`config.mk`:
```
export PLATFORM = sky130hd
export DESIGN_NAME = sio_disk_attach
export DESIGN_NICKNAME = d
export VERILOG_FILES = /design/src/include/sio_pkg.sv /design/src/verilog/sio_disk_attach.sv /design/src/verilog/sio_cmd_decode.sv /design/src/verilog/sio_axil_slave.sv
export SDC_FILE = /design/constraint.sdc
export NUM_CORES = 1
export LEC_CHECK = 0
export ABC_AREA = 1
export BUFFER_PORTS_ARGS = -buffer_cell sky130_fd_sc_hd__buf_2
export CELL_PAD_IN_SITES_DETAIL_PLACEMENT = 0
export CELL_PAD_IN_SITES_GLOBAL_PLACEMENT = 1
export CORE_UTILIZATION = 40
export DETAILED_ROUTE_END_ITERATION = 12
export GPL_TIMING_DRIVEN = 0
export PLACE_DENSITY = 0.84
export SYNTH_ARGS = -nofsm -noshare
export SYNTH_HDL_FRONTEND = slang
export SYNTH_SLANG_ARGS = --single-unit
```
`constraint.sdc`:
```
create_clock -name ref_clk -period 4.9 [get_ports ref_clk]
set_input_delay 0.49 -clock ref_clk [delete_from_list [all_inputs] [get_ports ref_clk]]
set_output_delay 0.49 -clock ref_clk [all_outputs]
set_load 0.01 [all_outputs]
```
`src/include/sio_pkg.sv`:
```
package sio_pkg;

  // register byte offsets on the lite bus
  localparam logic [7:0] ADDR_CMD = 8'h00;
  localparam logic [7:0] ADDR_STATUS = 8'h04;
  localparam logic [7:0] ADDR_IRQ_STAT = 8'h08;
  localparam logic [7:0] ADDR_IRQ_MASK = 8'h0c;
  localparam logic [7:0] ADDR_CONFIG = 8'h10;

  // command word: bit n of the start command sits at word bit 23-n
  localparam int UNIT_LSB = 12;
  localparam int QUAL_BIT = 11;
  localparam int FUNC_LSB = 8;
  localparam int MOD_LSB = 0;
  localparam int CMD_W = 24;

  localparam logic [3:0] UNIT_PAIR_A = 4'hc;
  localparam logic [3:0] UNIT_PAIR_B = 4'hd;

  localparam logic [2:0] FUNC_CONTROL = 3'h0;
  localparam logic [2:0] FUNC_READ = 3'h1;
  localparam logic [2:0] FUNC_WRITE = 3'h2;
  localparam logic [2:0] FUNC_SCAN = 3'h3;
  localparam logic [2:0] FUNC_INTCTL = 3'h4;

  localparam logic [7:0] MOD_SEEK = 8'h00;
  localparam logic [7:0] MOD_RECAL = 8'h01;
  localparam logic [7:0] MOD_KD = 8'h00;
  localparam logic [7:0] MOD_HA = 8'h01;
  localparam logic [7:0] MOD_CKD = 8'h02;
  localparam logic [7:0] MOD_VKD = 8'h03;
  localparam logic [7:0] MOD_CKD_DIAG = 8'h04;
  localparam logic [7:0] MOD_BUF_DIAG = 8'h07;
  localparam logic [7:0] MOD_SCAN_EQ = 8'h08;
  localparam logic [7:0] MOD_SCAN_LE = 8'h09;
  localparam logic [7:0] MOD_SCAN_HE = 8'h0a;

  // interrupt-control modifier bits
  localparam int ICTL_ENABLE_BIT = 7;
  localparam int ICTL_SEEK1_BIT = 6;
  localparam int ICTL_OPEND_BIT = 2;
  localparam int ICTL_DISABLE_BIT = 1;
  localparam int ICTL_SPARE_BIT = 0;

  // interrupt status / mask layout
  localparam int IRQ_SEEK_LSB = 0;
  localparam int IRQ_OPEND_BIT = 4;
  localparam int IRQ_HANG_BIT = 5;
  localparam int IRQ_W = 6;
  localparam logic [5:0] IRQ_MASK_RST = 6'h00;

  // status register layout
  localparam int ST_STATE_LSB = 0;
  localparam int ST_INTEN_BIT = 3;
  localparam int ST_REJECT_BIT = 4;
  localparam int ST_UNADDR_BIT = 5;
  localparam int ST_DRIVE_LSB = 8;
  localparam int ST_OP_LSB = 12;

  // config: interrupt-control function fitted
  localparam logic CONFIG_RST = 1'b1;

  localparam logic [1:0] RESP_OKAY = 2'h0;
  localparam logic [1:0] RESP_SLVERR = 2'h2;

  typedef enum logic [3:0] {
    OP_SEEK = 4'h0,
    OP_RECAL = 4'h1,
    OP_READ_KD = 4'h2,
    OP_READ_HA = 4'h3,
    OP_READ_CKD = 4'h4,
    OP_READ_VKD = 4'h5,
    OP_READ_CKD_DIAG = 4'h6,
    OP_READ_BUF_DIAG = 4'h7,
    OP_WRITE_KD = 4'h8,
    OP_WRITE_HA = 4'h9,
    OP_WRITE_CKD = 4'ha,
    OP_SCAN_EQ = 4'hb,
    OP_SCAN_LE = 4'hc,
    OP_SCAN_HE = 4'hd
  } op_t;

  typedef enum logic [2:0] {
    ST_IDLE = 3'b001,
    ST_BUSY = 3'b010,
    ST_HUNG = 3'b100
  } att_state_t;

endpackage

```
`src/verilog/sio_disk_attach.sv`:
```
// The address map and the AXI4-Lite interface to the registers were chosen for this implementation.
`timescale 1ns/100ps
module sio_disk_attach (
  // clock and reset
  input wire logic ref_clk,
  input wire logic reset,
  // register bus
  input wire logic [7:0] s_axi_awaddr,
  input wire logic s_axi_awvalid,
  output logic s_axi_awready,
  input wire logic [31:0] s_axi_wdata,
  input wire logic [3:0] s_axi_wstrb,
  input wire logic s_axi_wvalid,
  output logic s_axi_wready,
  output logic [1:0] s_axi_bresp,
  output logic s_axi_bvalid,
  input wire logic s_axi_bready,
  input wire logic [7:0] s_axi_araddr,
  input wire logic s_axi_arvalid,
  output logic s_axi_arready,
  output logic [31:0] s_axi_rdata,
  output logic [1:0] s_axi_rresp,
  output logic s_axi_rvalid,
  input wire logic s_axi_rready,
  // drive side
  output logic op_start,
  output logic [3:0] op_drive,
  output logic [3:0] op_code,
  input wire logic [3:0] seek_done,
  input wire logic op_done,
  // interrupt
  output logic irq
);

  logic wr_en;
  logic [7:0] wr_addr;
  logic [31:0] wr_data;
  logic [3:0] wr_strb;
  logic wr_err;
  logic rd_err;
  logic [31:0] rd_data;

  logic [23:0] cmd_q;
  logic [23:0] cmd_d;
  logic [5:0] irq_stat_q;
  logic [5:0] irq_mask_q;
  logic cfg_q;
  logic int_en_q;
  logic rejected_q;
  logic unaddr_q;
  sio_pkg::att_state_t state_q;
  sio_pkg::op_t op_q;
  logic [3:0] drive_q;
  logic op_start_q;
  logic irq_q;

  logic dec_addressed;
  logic [3:0] dec_drive;
  logic dec_op_valid;
  sio_pkg::op_t dec_op;
  logic dec_ictl_valid;
  logic dec_ictl_enable;
  logic [3:0] dec_seek_rst;
  logic dec_opend_rst;
  logic dec_ictl_disable;
  logic dec_unassigned;

  logic cmd_wr;
  logic take_op;
  logic take_hang;
  logic take_ictl;
  logic stat_w1c;
  logic irq_w1c;

  function automatic logic mapped(input logic [7:0] a);
    if (a == sio_pkg::ADDR_CMD) begin
      mapped = 1'b1;
    end else if (a == sio_pkg::ADDR_STATUS) begin
      mapped = 1'b1;
    end else if (a == sio_pkg::ADDR_IRQ_STAT) begin
      mapped = 1'b1;
    end else if (a == sio_pkg::ADDR_IRQ_MASK) begin
      mapped = 1'b1;
    end else if (a == sio_pkg::ADDR_CONFIG) begin
      mapped = 1'b1;
    end else begin
      mapped = 1'b0;
    end
  endfunction

  function automatic logic [23:0] merge(input logic [23:0] old, input logic [31:0] nw,
                                        input logic [3:0] strb);
    logic [31:0] r;
    r = {8'h00, old};
    for (int b = 0; b < 4; b++) begin
      if (strb[b]) begin
        r[8*b +: 8] = nw[8*b +: 8];
      end
    end
    merge = r[23:0];
  endfunction

  sio_axil_slave u_bus (
    .ref_clk(ref_clk),
    .reset(reset),
    .s_axi_awaddr(s_axi_awaddr),
    .s_axi_awvalid(s_axi_awvalid),
    .s_axi_awready(s_axi_awready),
    .s_axi_wdata(s_axi_wdata),
    .s_axi_wstrb(s_axi_wstrb),
    .s_axi_wvalid(s_axi_wvalid),
    .s_axi_wready(s_axi_wready),
    .s_axi_bresp(s_axi_bresp),
    .s_axi_bvalid(s_axi_bvalid),
    .s_axi_bready(s_axi_bready),
    .s_axi_araddr(s_axi_araddr),
    .s_axi_arvalid(s_axi_arvalid),
    .s_axi_arready(s_axi_arready),
    .s_axi_rdata(s_axi_rdata),
    .s_axi_rresp(s_axi_rresp),
    .s_axi_rvalid(s_axi_rvalid),
    .s_axi_rready(s_axi_rready),
    .wr_en(wr_en),
    .wr_addr(wr_addr),
    .wr_data(wr_data),
    .wr_strb(wr_strb),
    .wr_err(wr_err),
    .rd_data(rd_data),
    .rd_err(rd_err)
  );

  assign wr_err = !mapped(wr_addr);
  assign rd_err = !mapped(s_axi_araddr);

  // command word laid out with field positions
  assign cmd_d = merge(cmd_q, wr_data, wr_strb);

  sio_cmd_decode u_dec (
    .cmd(cmd_d),
    .intctl_present(cfg_q),
    .addressed(dec_addressed),
    .drive_sel(dec_drive),
    .op_valid(dec_op_valid),
    .op(dec_op),
    .ictl_valid(dec_ictl_valid),
    .ictl_enable(dec_ictl_enable),
    .ictl_seek_rst(dec_seek_rst),
    .ictl_opend_rst(dec_opend_rst),
    .ictl_disable(dec_ictl_disable),
    .unassigned(dec_unassigned)
  );

  assign cmd_wr = wr_en && (wr_addr == sio_pkg::ADDR_CMD);
  assign stat_w1c = wr_en && (wr_addr == sio_pkg::ADDR_STATUS);
  assign irq_w1c = wr_en && (wr_addr == sio_pkg::ADDR_IRQ_STAT);
  // a hung attachment takes no operation, interrupt-control or hang command until reset
  assign take_op = cmd_wr && dec_addressed && dec_op_valid && (state_q == sio_pkg::ST_IDLE);
  assign take_ictl = cmd_wr && dec_addressed && dec_ictl_valid && (state_q != sio_pkg::ST_HUNG);
  assign take_hang = cmd_wr && dec_unassigned && (state_q != sio_pkg::ST_HUNG);

  always_ff @(posedge ref_clk or posedge reset) begin
    if (reset) begin
      cmd_q <= 24'h000000;
    end else if (cmd_wr) begin
      cmd_q <= cmd_d;
    end
  end

  always_ff @(posedge ref_clk or posedge reset) begin
    if (reset) begin
      state_q <= sio_pkg::ST_IDLE;
    end else begin
      case (state_q)
        sio_pkg::ST_IDLE: begin
          if (take_hang) begin
            state_q <= sio_pkg::ST_HUNG;
          end else if (take_op) begin
            state_q <= sio_pkg::ST_BUSY;
          end
        end
        sio_pkg::ST_BUSY: begin
          if (take_hang) begin
            state_q <= sio_pkg::ST_HUNG;
          end else if (op_done) begin
            state_q <= sio_pkg::ST_IDLE;
          end
        end
        sio_pkg::ST_HUNG: begin
          state_q <= sio_pkg::ST_HUNG;
        end
        default: begin
          state_q <= sio_pkg::ST_IDLE;
        end
      endcase
    end
  end

  always_ff @(posedge ref_clk or posedge reset) begin
    if (reset) begin
      op_start_q <= 1'b0;
      op_q <= sio_pkg::OP_SEEK;
      drive_q <= 4'h0;
    end else begin
      op_start_q <= take_op;
      if (take_op) begin
        op_q <= dec_op;
        drive_q <= dec_drive;
      end
    end
  end

  // sticky command flags; a new event wins over a clear in the same cycle
  always_ff @(posedge ref_clk or posedge reset) begin
    if (reset) begin
      rejected_q <= 1'b0;
      unaddr_q <= 1'b0;
    end else begin
      if (cmd_wr && dec_addressed && dec_op_valid && !take_op) begin
        rejected_q <= 1'b1;
      end else if (stat_w1c && wr_strb[0] && wr_data[sio_pkg::ST_REJECT_BIT]) begin
        rejected_q <= 1'b0;
      end
      if (cmd_wr && !dec_addressed) begin
        unaddr_q <= 1'b1;
      end else if (stat_w1c && wr_strb[0] && wr_data[sio_pkg::ST_UNADDR_BIT]) begin
        unaddr_q <= 1'b0;
      end
    end
  end

  // interrupt enable set and clear; enabling wins if both bits are given
  always_ff @(posedge ref_clk or posedge reset) begin
    if (reset) begin
      int_en_q <= 1'b0;
    end else if (take_ictl && dec_ictl_enable) begin
      int_en_q <= 1'b1;
    end else if (take_ictl && dec_ictl_disable) begin
      int_en_q <= 1'b0;
    end
  end

  // seek-complete bits reset by command or by write-one
  genvar g;
  generate
    for (g = 0; g < 4; g++) begin : g_seek_irq
      always_ff @(posedge ref_clk or posedge reset) begin
        if (reset) begin
          irq_stat_q[sio_pkg::IRQ_SEEK_LSB + g] <= 1'b0;
        end else if (seek_done[g]) begin
          irq_stat_q[sio_pkg::IRQ_SEEK_LSB + g] <= 1'b1;
        end else if ((take_ictl && dec_seek_rst[g]) ||
                     (irq_w1c && wr_strb[0] && wr_data[sio_pkg::IRQ_SEEK_LSB + g])) begin
          irq_stat_q[sio_pkg::IRQ_SEEK_LSB + g] <= 1'b0;
        end
      end
    end
  endgenerate

  always_ff @(posedge ref_clk or posedge reset) begin
    if (reset) begin
      irq_stat_q[sio_pkg::IRQ_OPEND_BIT] <= 1'b0;
    end else if (op_done && (state_q == sio_pkg::ST_BUSY)) begin
      irq_stat_q[sio_pkg::IRQ_OPEND_BIT] <= 1'b1;
    end else if ((take_ictl && dec_opend_rst) ||
                 (irq_w1c && wr_strb[0] && wr_data[sio_pkg::IRQ_OPEND_BIT])) begin
      irq_stat_q[sio_pkg::IRQ_OPEND_BIT] <= 1'b0;
    end
  end

  always_ff @(posedge ref_clk or posedge reset) begin
    if (reset) begin
      irq_stat_q[sio_pkg::IRQ_HANG_BIT] <= 1'b0;
    end else if (take_hang) begin
      irq_stat_q[sio_pkg::IRQ_HANG_BIT] <= 1'b1;
    end else if (irq_w1c && wr_strb[0] && wr_data[sio_pkg::IRQ_HANG_BIT]) begin
      irq_stat_q[sio_pkg::IRQ_HANG_BIT] <= 1'b0;
    end
  end

  always_ff @(posedge ref_clk or posedge reset) begin
    if (reset) begin
      irq_mask_q <= sio_pkg::IRQ_MASK_RST;
      cfg_q <= sio_pkg::CONFIG_RST;
    end else if (wr_en && wr_strb[0]) begin
      if (wr_addr == sio_pkg::ADDR_IRQ_MASK) begin
        irq_mask_q <= wr_data[5:0];
      end else if (wr_addr == sio_pkg::ADDR_CONFIG) begin
        cfg_q <= wr_data[0];
      end
    end
  end

  // without the interrupt-control function there is no enable to gate with
  always_ff @(posedge ref_clk or posedge reset) begin
    if (reset) begin
      irq_q <= 1'b0;
    end else begin
      irq_q <= (|(irq_stat_q & irq_mask_q)) && (int_en_q || !cfg_q);
    end
  end

  always_comb begin
    rd_data = 32'h0000_0000;
    if (s_axi_araddr == sio_pkg::ADDR_CMD) begin
      rd_data[23:0] = cmd_q;
    end else if (s_axi_araddr == sio_pkg::ADDR_STATUS) begin
      rd_data[sio_pkg::ST_STATE_LSB +: 3] = state_q;
      rd_data[sio_pkg::ST_INTEN_BIT] = int_en_q;
      rd_data[sio_pkg::ST_REJECT_BIT] = rejected_q;
      rd_data[sio_pkg::ST_UNADDR_BIT] = unaddr_q;
      rd_data[sio_pkg::ST_DRIVE_LSB +: 4] = drive_q;
      rd_data[sio_pkg::ST_OP_LSB +: 4] = op_q;
    end else if (s_axi_araddr == sio_pkg::ADDR_IRQ_STAT) begin
      rd_data[5:0] = irq_stat_q;
    end else if (s_axi_araddr == sio_pkg::ADDR_IRQ_MASK) begin
      rd_data[5:0] = irq_mask_q;
    end else if (s_axi_araddr == sio_pkg::ADDR_CONFIG) begin
      rd_data[0] = cfg_q;
    end
  end

  assign op_start = op_start_q;
  assign op_drive = drive_q;
  assign op_code = op_q;
  assign irq = irq_q;

endmodule

```
`src/verilog/sio_cmd_decode.sv`:
```
`timescale 1ns/100ps
module sio_cmd_decode (
  // command under decode
  input wire logic [23:0] cmd,
  input wire logic intctl_present,
  // decode results
  output logic addressed,
  output logic [3:0] drive_sel,
  output logic op_valid,
  output sio_pkg::op_t op,
  output logic ictl_valid,
  output logic ictl_enable,
  output logic [3:0] ictl_seek_rst,
  output logic ictl_opend_rst,
  output logic ictl_disable,
  output logic unassigned
);

  logic [3:0] unit;
  logic qual;
  logic [2:0] func;
  logic [7:0] modf;

  assign unit = cmd[sio_pkg::UNIT_LSB +: 4];
  assign qual = cmd[sio_pkg::QUAL_BIT];
  assign func = cmd[sio_pkg::FUNC_LSB +: 3];
  assign modf = cmd[sio_pkg::MOD_LSB +: 8];

  assign addressed = (unit == sio_pkg::UNIT_PAIR_A) || (unit == sio_pkg::UNIT_PAIR_B);
  assign drive_sel = 4'h1 << {unit[0], qual};

  genvar i;
  generate
    for (i = 0; i < 4; i++) begin : g_seek
      assign ictl_seek_rst[i] = ictl_valid & modf[sio_pkg::ICTL_SEEK1_BIT - i];
    end
  endgenerate

  always_comb begin
    op_valid = 1'b0;
    op = sio_pkg::OP_SEEK;
    ictl_valid = 1'b0;
    case (func)
      sio_pkg::FUNC_CONTROL: begin
        op_valid = 1'b1;
        if (modf == sio_pkg::MOD_SEEK) begin
          op = sio_pkg::OP_SEEK;
        end else if (modf == sio_pkg::MOD_RECAL) begin
          op = sio_pkg::OP_RECAL;
        end else begin
          op_valid = 1'b0;
        end
      end
      sio_pkg::FUNC_READ: begin
        op_valid = 1'b1;
        case (modf)
          sio_pkg::MOD_KD: op = sio_pkg::OP_READ_KD;
          sio_pkg::MOD_HA: op = sio_pkg::OP_READ_HA;
          sio_pkg::MOD_CKD: op = sio_pkg::OP_READ_CKD;
          sio_pkg::MOD_VKD: op = sio_pkg::OP_READ_VKD;
          sio_pkg::MOD_CKD_DIAG: op = sio_pkg::OP_READ_CKD_DIAG;
          sio_pkg::MOD_BUF_DIAG: op = sio_pkg::OP_READ_BUF_DIAG;
          default: op_valid = 1'b0;
        endcase
      end
      sio_pkg::FUNC_WRITE: begin
        op_valid = 1'b1;
        case (modf)
          sio_pkg::MOD_KD: op = sio_pkg::OP_WRITE_KD;
          sio_pkg::MOD_HA: op = sio_pkg::OP_WRITE_HA;
          sio_pkg::MOD_CKD: op = sio_pkg::OP_WRITE_CKD;
          default: op_valid = 1'b0;
        endcase
      end
      sio_pkg::FUNC_SCAN: begin
        op_valid = 1'b1;
        case (modf)
          sio_pkg::MOD_SCAN_EQ: op = sio_pkg::OP_SCAN_EQ;
          sio_pkg::MOD_SCAN_LE: op = sio_pkg::OP_SCAN_LE;
          sio_pkg::MOD_SCAN_HE: op = sio_pkg::OP_SCAN_HE;
          default: op_valid = 1'b0;
        endcase
      end
      sio_pkg::FUNC_INTCTL: begin
        ictl_valid = intctl_present && (modf != 8'h00) && !modf[sio_pkg::ICTL_SPARE_BIT];
      end
      default: begin
        op_valid = 1'b0;
      end
    endcase
  end

  assign ictl_enable = ictl_valid & modf[sio_pkg::ICTL_ENABLE_BIT];
  assign ictl_opend_rst = ictl_valid & modf[sio_pkg::ICTL_OPEND_BIT];
  assign ictl_disable = ictl_valid & modf[sio_pkg::ICTL_DISABLE_BIT];

  assign unassigned = addressed & !op_valid & !ictl_valid;

endmodule

```
`src/verilog/sio_axil_slave.sv`:
```
`timescale 1ns/100ps
module sio_axil_slave (
  // clock and reset
  input wire logic ref_clk,
  input wire logic reset,
  // lite bus
  input wire logic [7:0] s_axi_awaddr,
  input wire logic s_axi_awvalid,
  output logic s_axi_awready,
  input wire logic [31:0] s_axi_wdata,
  input wire logic [3:0] s_axi_wstrb,
  input wire logic s_axi_wvalid,
  output logic s_axi_wready,
  output logic [1:0] s_axi_bresp,
  output logic s_axi_bvalid,
  input wire logic s_axi_bready,
  input wire logic [7:0] s_axi_araddr,
  input wire logic s_axi_arvalid,
  output logic s_axi_arready,
  output logic [31:0] s_axi_rdata,
  output logic [1:0] s_axi_rresp,
  output logic s_axi_rvalid,
  input wire logic s_axi_rready,
  // register file side
  output logic wr_en,
  output logic [7:0] wr_addr,
  output logic [31:0] wr_data,
  output logic [3:0] wr_strb,
  input wire logic wr_err,
  input wire logic [31:0] rd_data,
  input wire logic rd_err
);

  logic aw_held_q;
  logic w_held_q;

  // address and data may arrive in either order; each is held until both are in
  always_ff @(posedge ref_clk or posedge reset) begin
    if (reset) begin
      aw_held_q <= 1'b0;
      wr_addr <= 8'h00;
    end else if (s_axi_awvalid && s_axi_awready) begin
      aw_held_q <= 1'b1;
      wr_addr <= s_axi_awaddr;
    end else if (wr_en) begin
      aw_held_q <= 1'b0;
    end
  end

  always_ff @(posedge ref_clk or posedge reset) begin
    if (reset) begin
      w_held_q <= 1'b0;
      wr_data <= 32'h0000_0000;
      wr_strb <= 4'h0;
    end else if (s_axi_wvalid && s_axi_wready) begin
      w_held_q <= 1'b1;
      wr_data <= s_axi_wdata;
      wr_strb <= s_axi_wstrb;
    end else if (wr_en) begin
      w_held_q <= 1'b0;
    end
  end

  assign wr_en = aw_held_q && w_held_q && !s_axi_bvalid;

  // readies are registered from their next-cycle condition so they leave a flop
  always_ff @(posedge ref_clk or posedge reset) begin
    if (reset) begin
      s_axi_awready <= 1'b1;
      s_axi_wready <= 1'b1;
      s_axi_arready <= 1'b1;
    end else begin
      s_axi_awready <= !wr_en && !aw_held_q && !(s_axi_awvalid && s_axi_awready) &&
                       !(s_axi_bvalid && !s_axi_bready);
      s_axi_wready <= !wr_en && !w_held_q && !(s_axi_wvalid && s_axi_wready) &&
                      !(s_axi_bvalid && !s_axi_bready);
      s_axi_arready <= !(s_axi_arvalid && s_axi_arready) && !(s_axi_rvalid && !s_axi_rready);
    end
  end

  always_ff @(posedge ref_clk or posedge reset) begin
    if (reset) begin
      s_axi_bvalid <= 1'b0;
      s_axi_bresp <= sio_pkg::RESP_OKAY;
    end else if (wr_en) begin
      s_axi_bvalid <= 1'b1;
      s_axi_bresp <= wr_err ? sio_pkg::RESP_SLVERR : sio_pkg::RESP_OKAY;
    end else if (s_axi_bready) begin
      s_axi_bvalid <= 1'b0;
    end
  end

  always_ff @(posedge ref_clk or posedge reset) begin
    if (reset) begin
      s_axi_rvalid <= 1'b0;
      s_axi_rdata <= 32'h0000_0000;
      s_axi_rresp <= sio_pkg::RESP_OKAY;
    end else if (s_axi_arvalid && s_axi_arready) begin
      s_axi_rvalid <= 1'b1;
      s_axi_rdata <= rd_data;
      s_axi_rresp <= rd_err ? sio_pkg::RESP_SLVERR : sio_pkg::RESP_OKAY;
    end else if (s_axi_rready) begin
      s_axi_rvalid <= 1'b0;
    end
  end

endmodule

```
* After elaboration in Yosys (flattened, before gate mapping) *
Index checks and enable logic that the tools add are counted.

storage, ports and cells
  flip-flop bits (word level) = 123
  bits of input ports = 64
  output and inout port bits = 51

cells by class
  eq/ne operators = 28
  shifts and indexed selects = 1
  multiplexer cells = 67
  bitwise logic cells = 11
  reductions and logical operators = 98

operators with widths
  operator            count
  $eq 8x4->1 const B  7
  $logic_and 1x1->1   48
  $mux 1              44
  $mux 8              5
  $eq 8x3->1 const B  4
  $reduce_bool 2->1   13
  $logic_not 8->1     3
  $pmux 4 s3          2
  $mux 6              3
  $pmux 3 s6          1
  $logic_not 1->1     17
  $eq 8x2->1 const B  2
  $eq 8x5->1 const B  2
  $pmux 4 s4          1
  $mux 3              4
  $reduce_or 6->1     2
  $and 1x1->1         9
  $eq 3x2->1 const B  3
  $ne 3x3->1 const B  3
  $pmux 3 s3          1
  $eq 4x4->1 const B  2
  $eq 8x1->1 const B  1
  $reduce_bool 8->1   1
  $logic_or 1x1->1    7
  13 further kinds    20

* Logic depth before layout (Yosys ltp) *
  depth after elaboration = 12
  mapped depth = 15
  depth with buffers taken out = 14

* Modules after synthesis *
A second synthesis with hierarchy kept.

unflattened totals
  cells, all modules = 877
  area total of the unflattened synthesis = 6,825.3 sq um

modules (own cells, without submodules)
  module           times used  cells an instance  area each (sq um)
  sio_axil_slave   1           366                3,348.2
  sio_disk_attach  1           428                3,096.7
  sio_cmd_decode   1           83                 380.4

* Worst setup path after synthesis *
Ideal clock, no wire load.

  kind = reg-to-reg
  start point = register u_bus.wr_strb[0]
  end point = register op_q[1] (netlist: op_code[1])
  arrival time = 1.741 ns
  required time = 4.776 ns
  slack = 3.035 ns
  cell stages (with the launch flop) = 16
  period minus slack after synthesis = 1.865 ns
  cell sequence = dfrtp_1 > inv_2 > nand2_1 > nand2_1 > nand2_4 > nor2_8 > nand2_2 > nor2_2 > nor2_2 > nand2_1 > nand2_2 > nor2_8 > inv_2 > buf_6 > nand2_1 > o21ai_2

between the ends
  longest elaborated chain between the ends = 7
  elaborated cells between the ends (all ways) = 25
  those cells by class = eq/ne (8); mux (11); reduce/logical (6)

ends and longest elaborated chain
  item                                               RTL line                RTL
  from (decl)                                        sio_axil_slave.sv:28    output logic [3:0] wr_strb,
  from (signal assigned)                             sio_axil_slave.sv:58    wr_strb <= s_axi_wstrb;
  $mux 8 *                                           sio_disk_attach.sv:96   if (strb[b]) begin
  $eq 8x2->1 (tied with other cells)                 sio_cmd_decode.sv:56    case (modf)
  $reduce_or 6->1 (no line) (tied with other cells)  --
  $mux 1 (on tied branches)                          --
  $pmux 1 s4 *                                       sio_cmd_decode.sv:43    case (func)
  $logic_and 1x1->1 * (2 in series)                  sio_disk_attach.sv:157  assign take_op = cmd_wr && dec_addressed && dec_op_valid && (state_q == sio_pkg::ST_IDLE);
  via take_op                                        sio_disk_attach.sv:69   logic take_op;
  to (signal assigned)                               sio_disk_attach.sv:201  op_q <= sio_pkg::OP_SEEK;
  to (signal assigned)                               sio_disk_attach.sv:206  op_q <= dec_op;
  to (decl)                                          sio_disk_attach.sv:52   sio_pkg::op_t op_q;

Mark *: on every way through the listed nets, which the timed path passes. The rest lies on a longest branch.
A chain may end at the register's enable or synchronous reset.

* Worst setup path after layout *
Same ends and word-level chain as after synthesis.

==> results by group <==
Run status
  • Status: finished clean

Drt
  • Avg WL per Cell: 14.4 um
  • Metal2 WL: around 6300 um
  • Drt drc: 0
  • DR vias/cell: approximately 5
  • First-pass DRT Iterations: 5
  • M1 WL: 6750 um
  • 1st-iter DRT viols: 381
  • Final wirelength: 14,200 um
  • Met3 wire len: approximately 990 um
  • Vias: about 5,000
  • Highest Signal Layer: met4
  • ANT nets after route: 0

Power and ir drop
  • Comb pwr share: 0.277
  • Clk pwr share: 0.330
  • Sw frac: 0.348
  • Overall Power: ~3600 uW
  • Switch Pwr: between 1000 and 1500 uW
  • Int Pwr: approximately 2400 uW
  • PD cells: roughly 520 mW/mm^2
  • Peak VDD IR: 283 uV
  • Leak: 0.00353 uW
  • Sequential Power Share: 0.393

Clocking
  • Clock Sinks: between 100 and 150
  • CTS-repair resized insts: 0
  • Clock buffer depth: 2
  • H-tree levels: 4
  • TritonCTS clock tree: done
  • Clock Latency Late Sink: ~0.41 ns
  • Inserted Clock Buffers: 17
  • CTS clk-pin slew, worst paths: about 0.05 ns
  • Hold_buf cts: 0
  • Clock root cell: clkbuf_16
  • Postcts setup bufs: 0

Global route
  • Initial antenna violation count: 0
  • Largest net degree at the start of global routing: 74
  • First-pass GRT wire length: 23,700 um
  • GRT Total Usage: 0.214
  • Vias in the first global route: 4,712
  • Total grt overflow: 0

Run
  • Max-cap violations: 0

Synthesis
  • YS warnings: 0
  • Sequential share of the synthesized area: 0.542
  • Synth area leaders: dfrtp_1, nand2_1, o21ai_0
  • Top-area cell type share of the netlist area: 0.519
  • Synth cell types: 39
  • Number of synthesized flops with an enable pin: 0
  • Syn Inst Count: 671
  • Area leader, netlist: dfrtp_1
  • Seq cells post-synth: about 120
  • Top FF cell, synth: dfrtp_1
  • Cell Area, Synth: between 0.005 and 0.006 sq mm
  • Asr flop ratio synth: 1.00
  • Syn Area/Cell: approximately 8.3 sq um

Floorplanning
  • Die Area: roughly 0.014 sq mm
  • Initial Utilization: 0.416
  • Die Height: approximately 120 um
  • Die width: approximately 120 um
  • Num ports: 115
  • # rows: between 40 and 50
  • Std-Cell Core Area: between 0.01 and 0.015 sq mm

Timing
  • Final setup viols: 0
  • Final hold violations: 0
  • Setup Skew: 0.00727 ns
  • Slew @ Worst Pin: approximately 0.96 ns
  • F_max: roughly 0.45 GHz
  • Fin. max-slew vios: 0
  • RSZ-0062 raised after global routing: no
  • Clock period minus worst slack: 2.22 ns
  • Relative slew slack: 0.353
  • Final clock period utilization by the worst path: 0.454

Critical path
  • Critical path's slowest cell: dfrtp_1
  • CP dominant cell by count: nand2_1
  • Critical path class: register to register
  • Crit-path cells: inv_2 -> nand2_1 -> nand2_1 -> nand2_4 -> nor2_8 -> nand4_1 -> clkinv_1 -> nor2_2 -> nand2_1 -> nand2_2 -> nor2_8 -> inv_2 -> buf_6 -> nand2_1 -> o21ai_2
  • Crit-path max cell delay: 0.45 ns
  • Worst Path Required: 5.20 ns
  • CP arrival: 2.52 ns
  • Crit end category: register
  • Max FO, Critical Path: 10
  • Worst Setup Start Kind: register
  • R2R setup slack: approximately 2.7 ns

Cells and area
  • Post-layout util: 0.515
  • Layout cells sized above 1: 0.218
  • Commonest non-fill, non-tap cell in the layout: nand2_1
  • Inserted Diodes: 0
  • Filler cells: between 1,000 and 1,500
  • Final nets: 859
  • Leading cell types in the layout, fill and taps excluded: nand2_1, dfrtp_1, buf_2
  • Design Area, Final: slightly below 0.007 sq mm
  • Area delta synth->final: 23.8%

Placement
  • DP HPWL: 10,700 um
  • IO Port Bufs: 95
  • Placer Congestion: 0.874
  • Post-Place Cell Area: about 0.0064 sq mm

Hold path
  • Worst hold path type: input port to asynchronous set/reset pin
critical path: cells and delay by family (launching register included):
family	cells	cell delay (ns)
simple gates	10	1.10
buf+inv	4	0.50
flops	1	0.45
compound gates	1	0.05
worst paths after layout:
check	from	endpoint	depth (start not counted)
max in group asynchronous	reset	cfg_q$_DFFE_PP1P_	3
min in group ref_clk	s_axi_wdata[17]	u_bus.wr_data[17]$_DFFE_PP0P_	3
worst max register to register	u_bus.wr_strb[0]$_DFFE_PP0P_	op_code[1]$_DFFE_PP0P_	15
worst max-delay path	u_bus.wr_strb[0]$_DFFE_PP0P_	op_code[1]$_DFFE_PP0P_	15
worst min register to register	u_bus.w_held_q$_DFFE_PP0P_	u_bus.s_axi_wready$_DFF_PP1_	1
worst min-delay path	reset	u_bus.s_axi_rdata[16]$_DFFE_PP0P_	2
logic make-up after synthesis:
logic type / count (synthesis) / share of synthesized area
AOI/OAI and AO/OA: 127 / 0.130
buffers and inverters: 101 / 0.0778
DFF: 121 / 0.542
muxes: 5 / 0.00983
other: 1 / 0.000670
and+or+nand+nor: 316 / 0.240
power by group through the flow:
| stage | logic, uW | clock network, uW | registers (uW) |
|---|---|---|---|
| 2_1_floorplan | 723 | 0 | 1400 |
| 3_3_place_gp | 967 | 0 | 1430 |
| 3_5_place_dp | 995 | 0 | 1440 |
| 4_1_cts | 1000 | 1220 | 1420 |
| 5_1_grt | 1140 | 1270 | 1450 |
| 6_report | 1000 | 1200 | 1420 |
routing by layer:
metal | track usage | vias up
met3 | 0.0585 | 11
met5 | 0 | -
met4 | 0.0494 | 0
met2 | 0.329 | 178
met1 | 0.300 | 2275
li1 | - | 2402
Yosys cell counts, types with 5 or more instances:
master,n
a21oi_1,22
a22oi_1,7
buf_4,11
clkbuf_1,16
dfrtp_1,116
dfstp_2,5
inv_1,64
inv_2,5
nand2_1,220
nand2_2,6
nand3_1,18
nand4_1,5
nor2_1,38
nor3_1,13
nor4_1,5
o21ai_0,73
o21ai_2,5
o31ai_1,5
cell type report:
cell class,instances,area [sq um],area share
plain buffers,31,173,0.0249
clock inverters,9,97.6,0.0141
flip-flops and latches,121,3030,0.438
repair buffers,96,503,0.0726
multi-input cells,458,2160,0.312
clock buffers,22,474,0.0684
inverters,70,268,0.0386
well taps,176,220,0.0318
sequential cells by signal (all words and copies together) (netlist names), 3 cells and up:
register / flops
u_bus.wr_strb: 3
op_code: 4
cmd_q: 24
irq_stat_q: 6
u_bus.wr_addr: 8
u_bus.s_axi_rdata: 24
op_drive: 4
u_bus.wr_data: 24
state_q: 3
irq_mask_q: 6
stage by stage:
step	cells	hold slack [ns]	TNS, ns	setup slack [ns]
floorplan	680	0.377	0	1.20
global placement	951	0.399	-1.28	-0.0178
detailed placement	952	0.390	0	2.53
CTS	983	0.110	0	2.73
global route	983	0.133	0	2.46
finish	983	0.106	0	2.68
No activity file was read; power rests on OpenSTA's default activity.
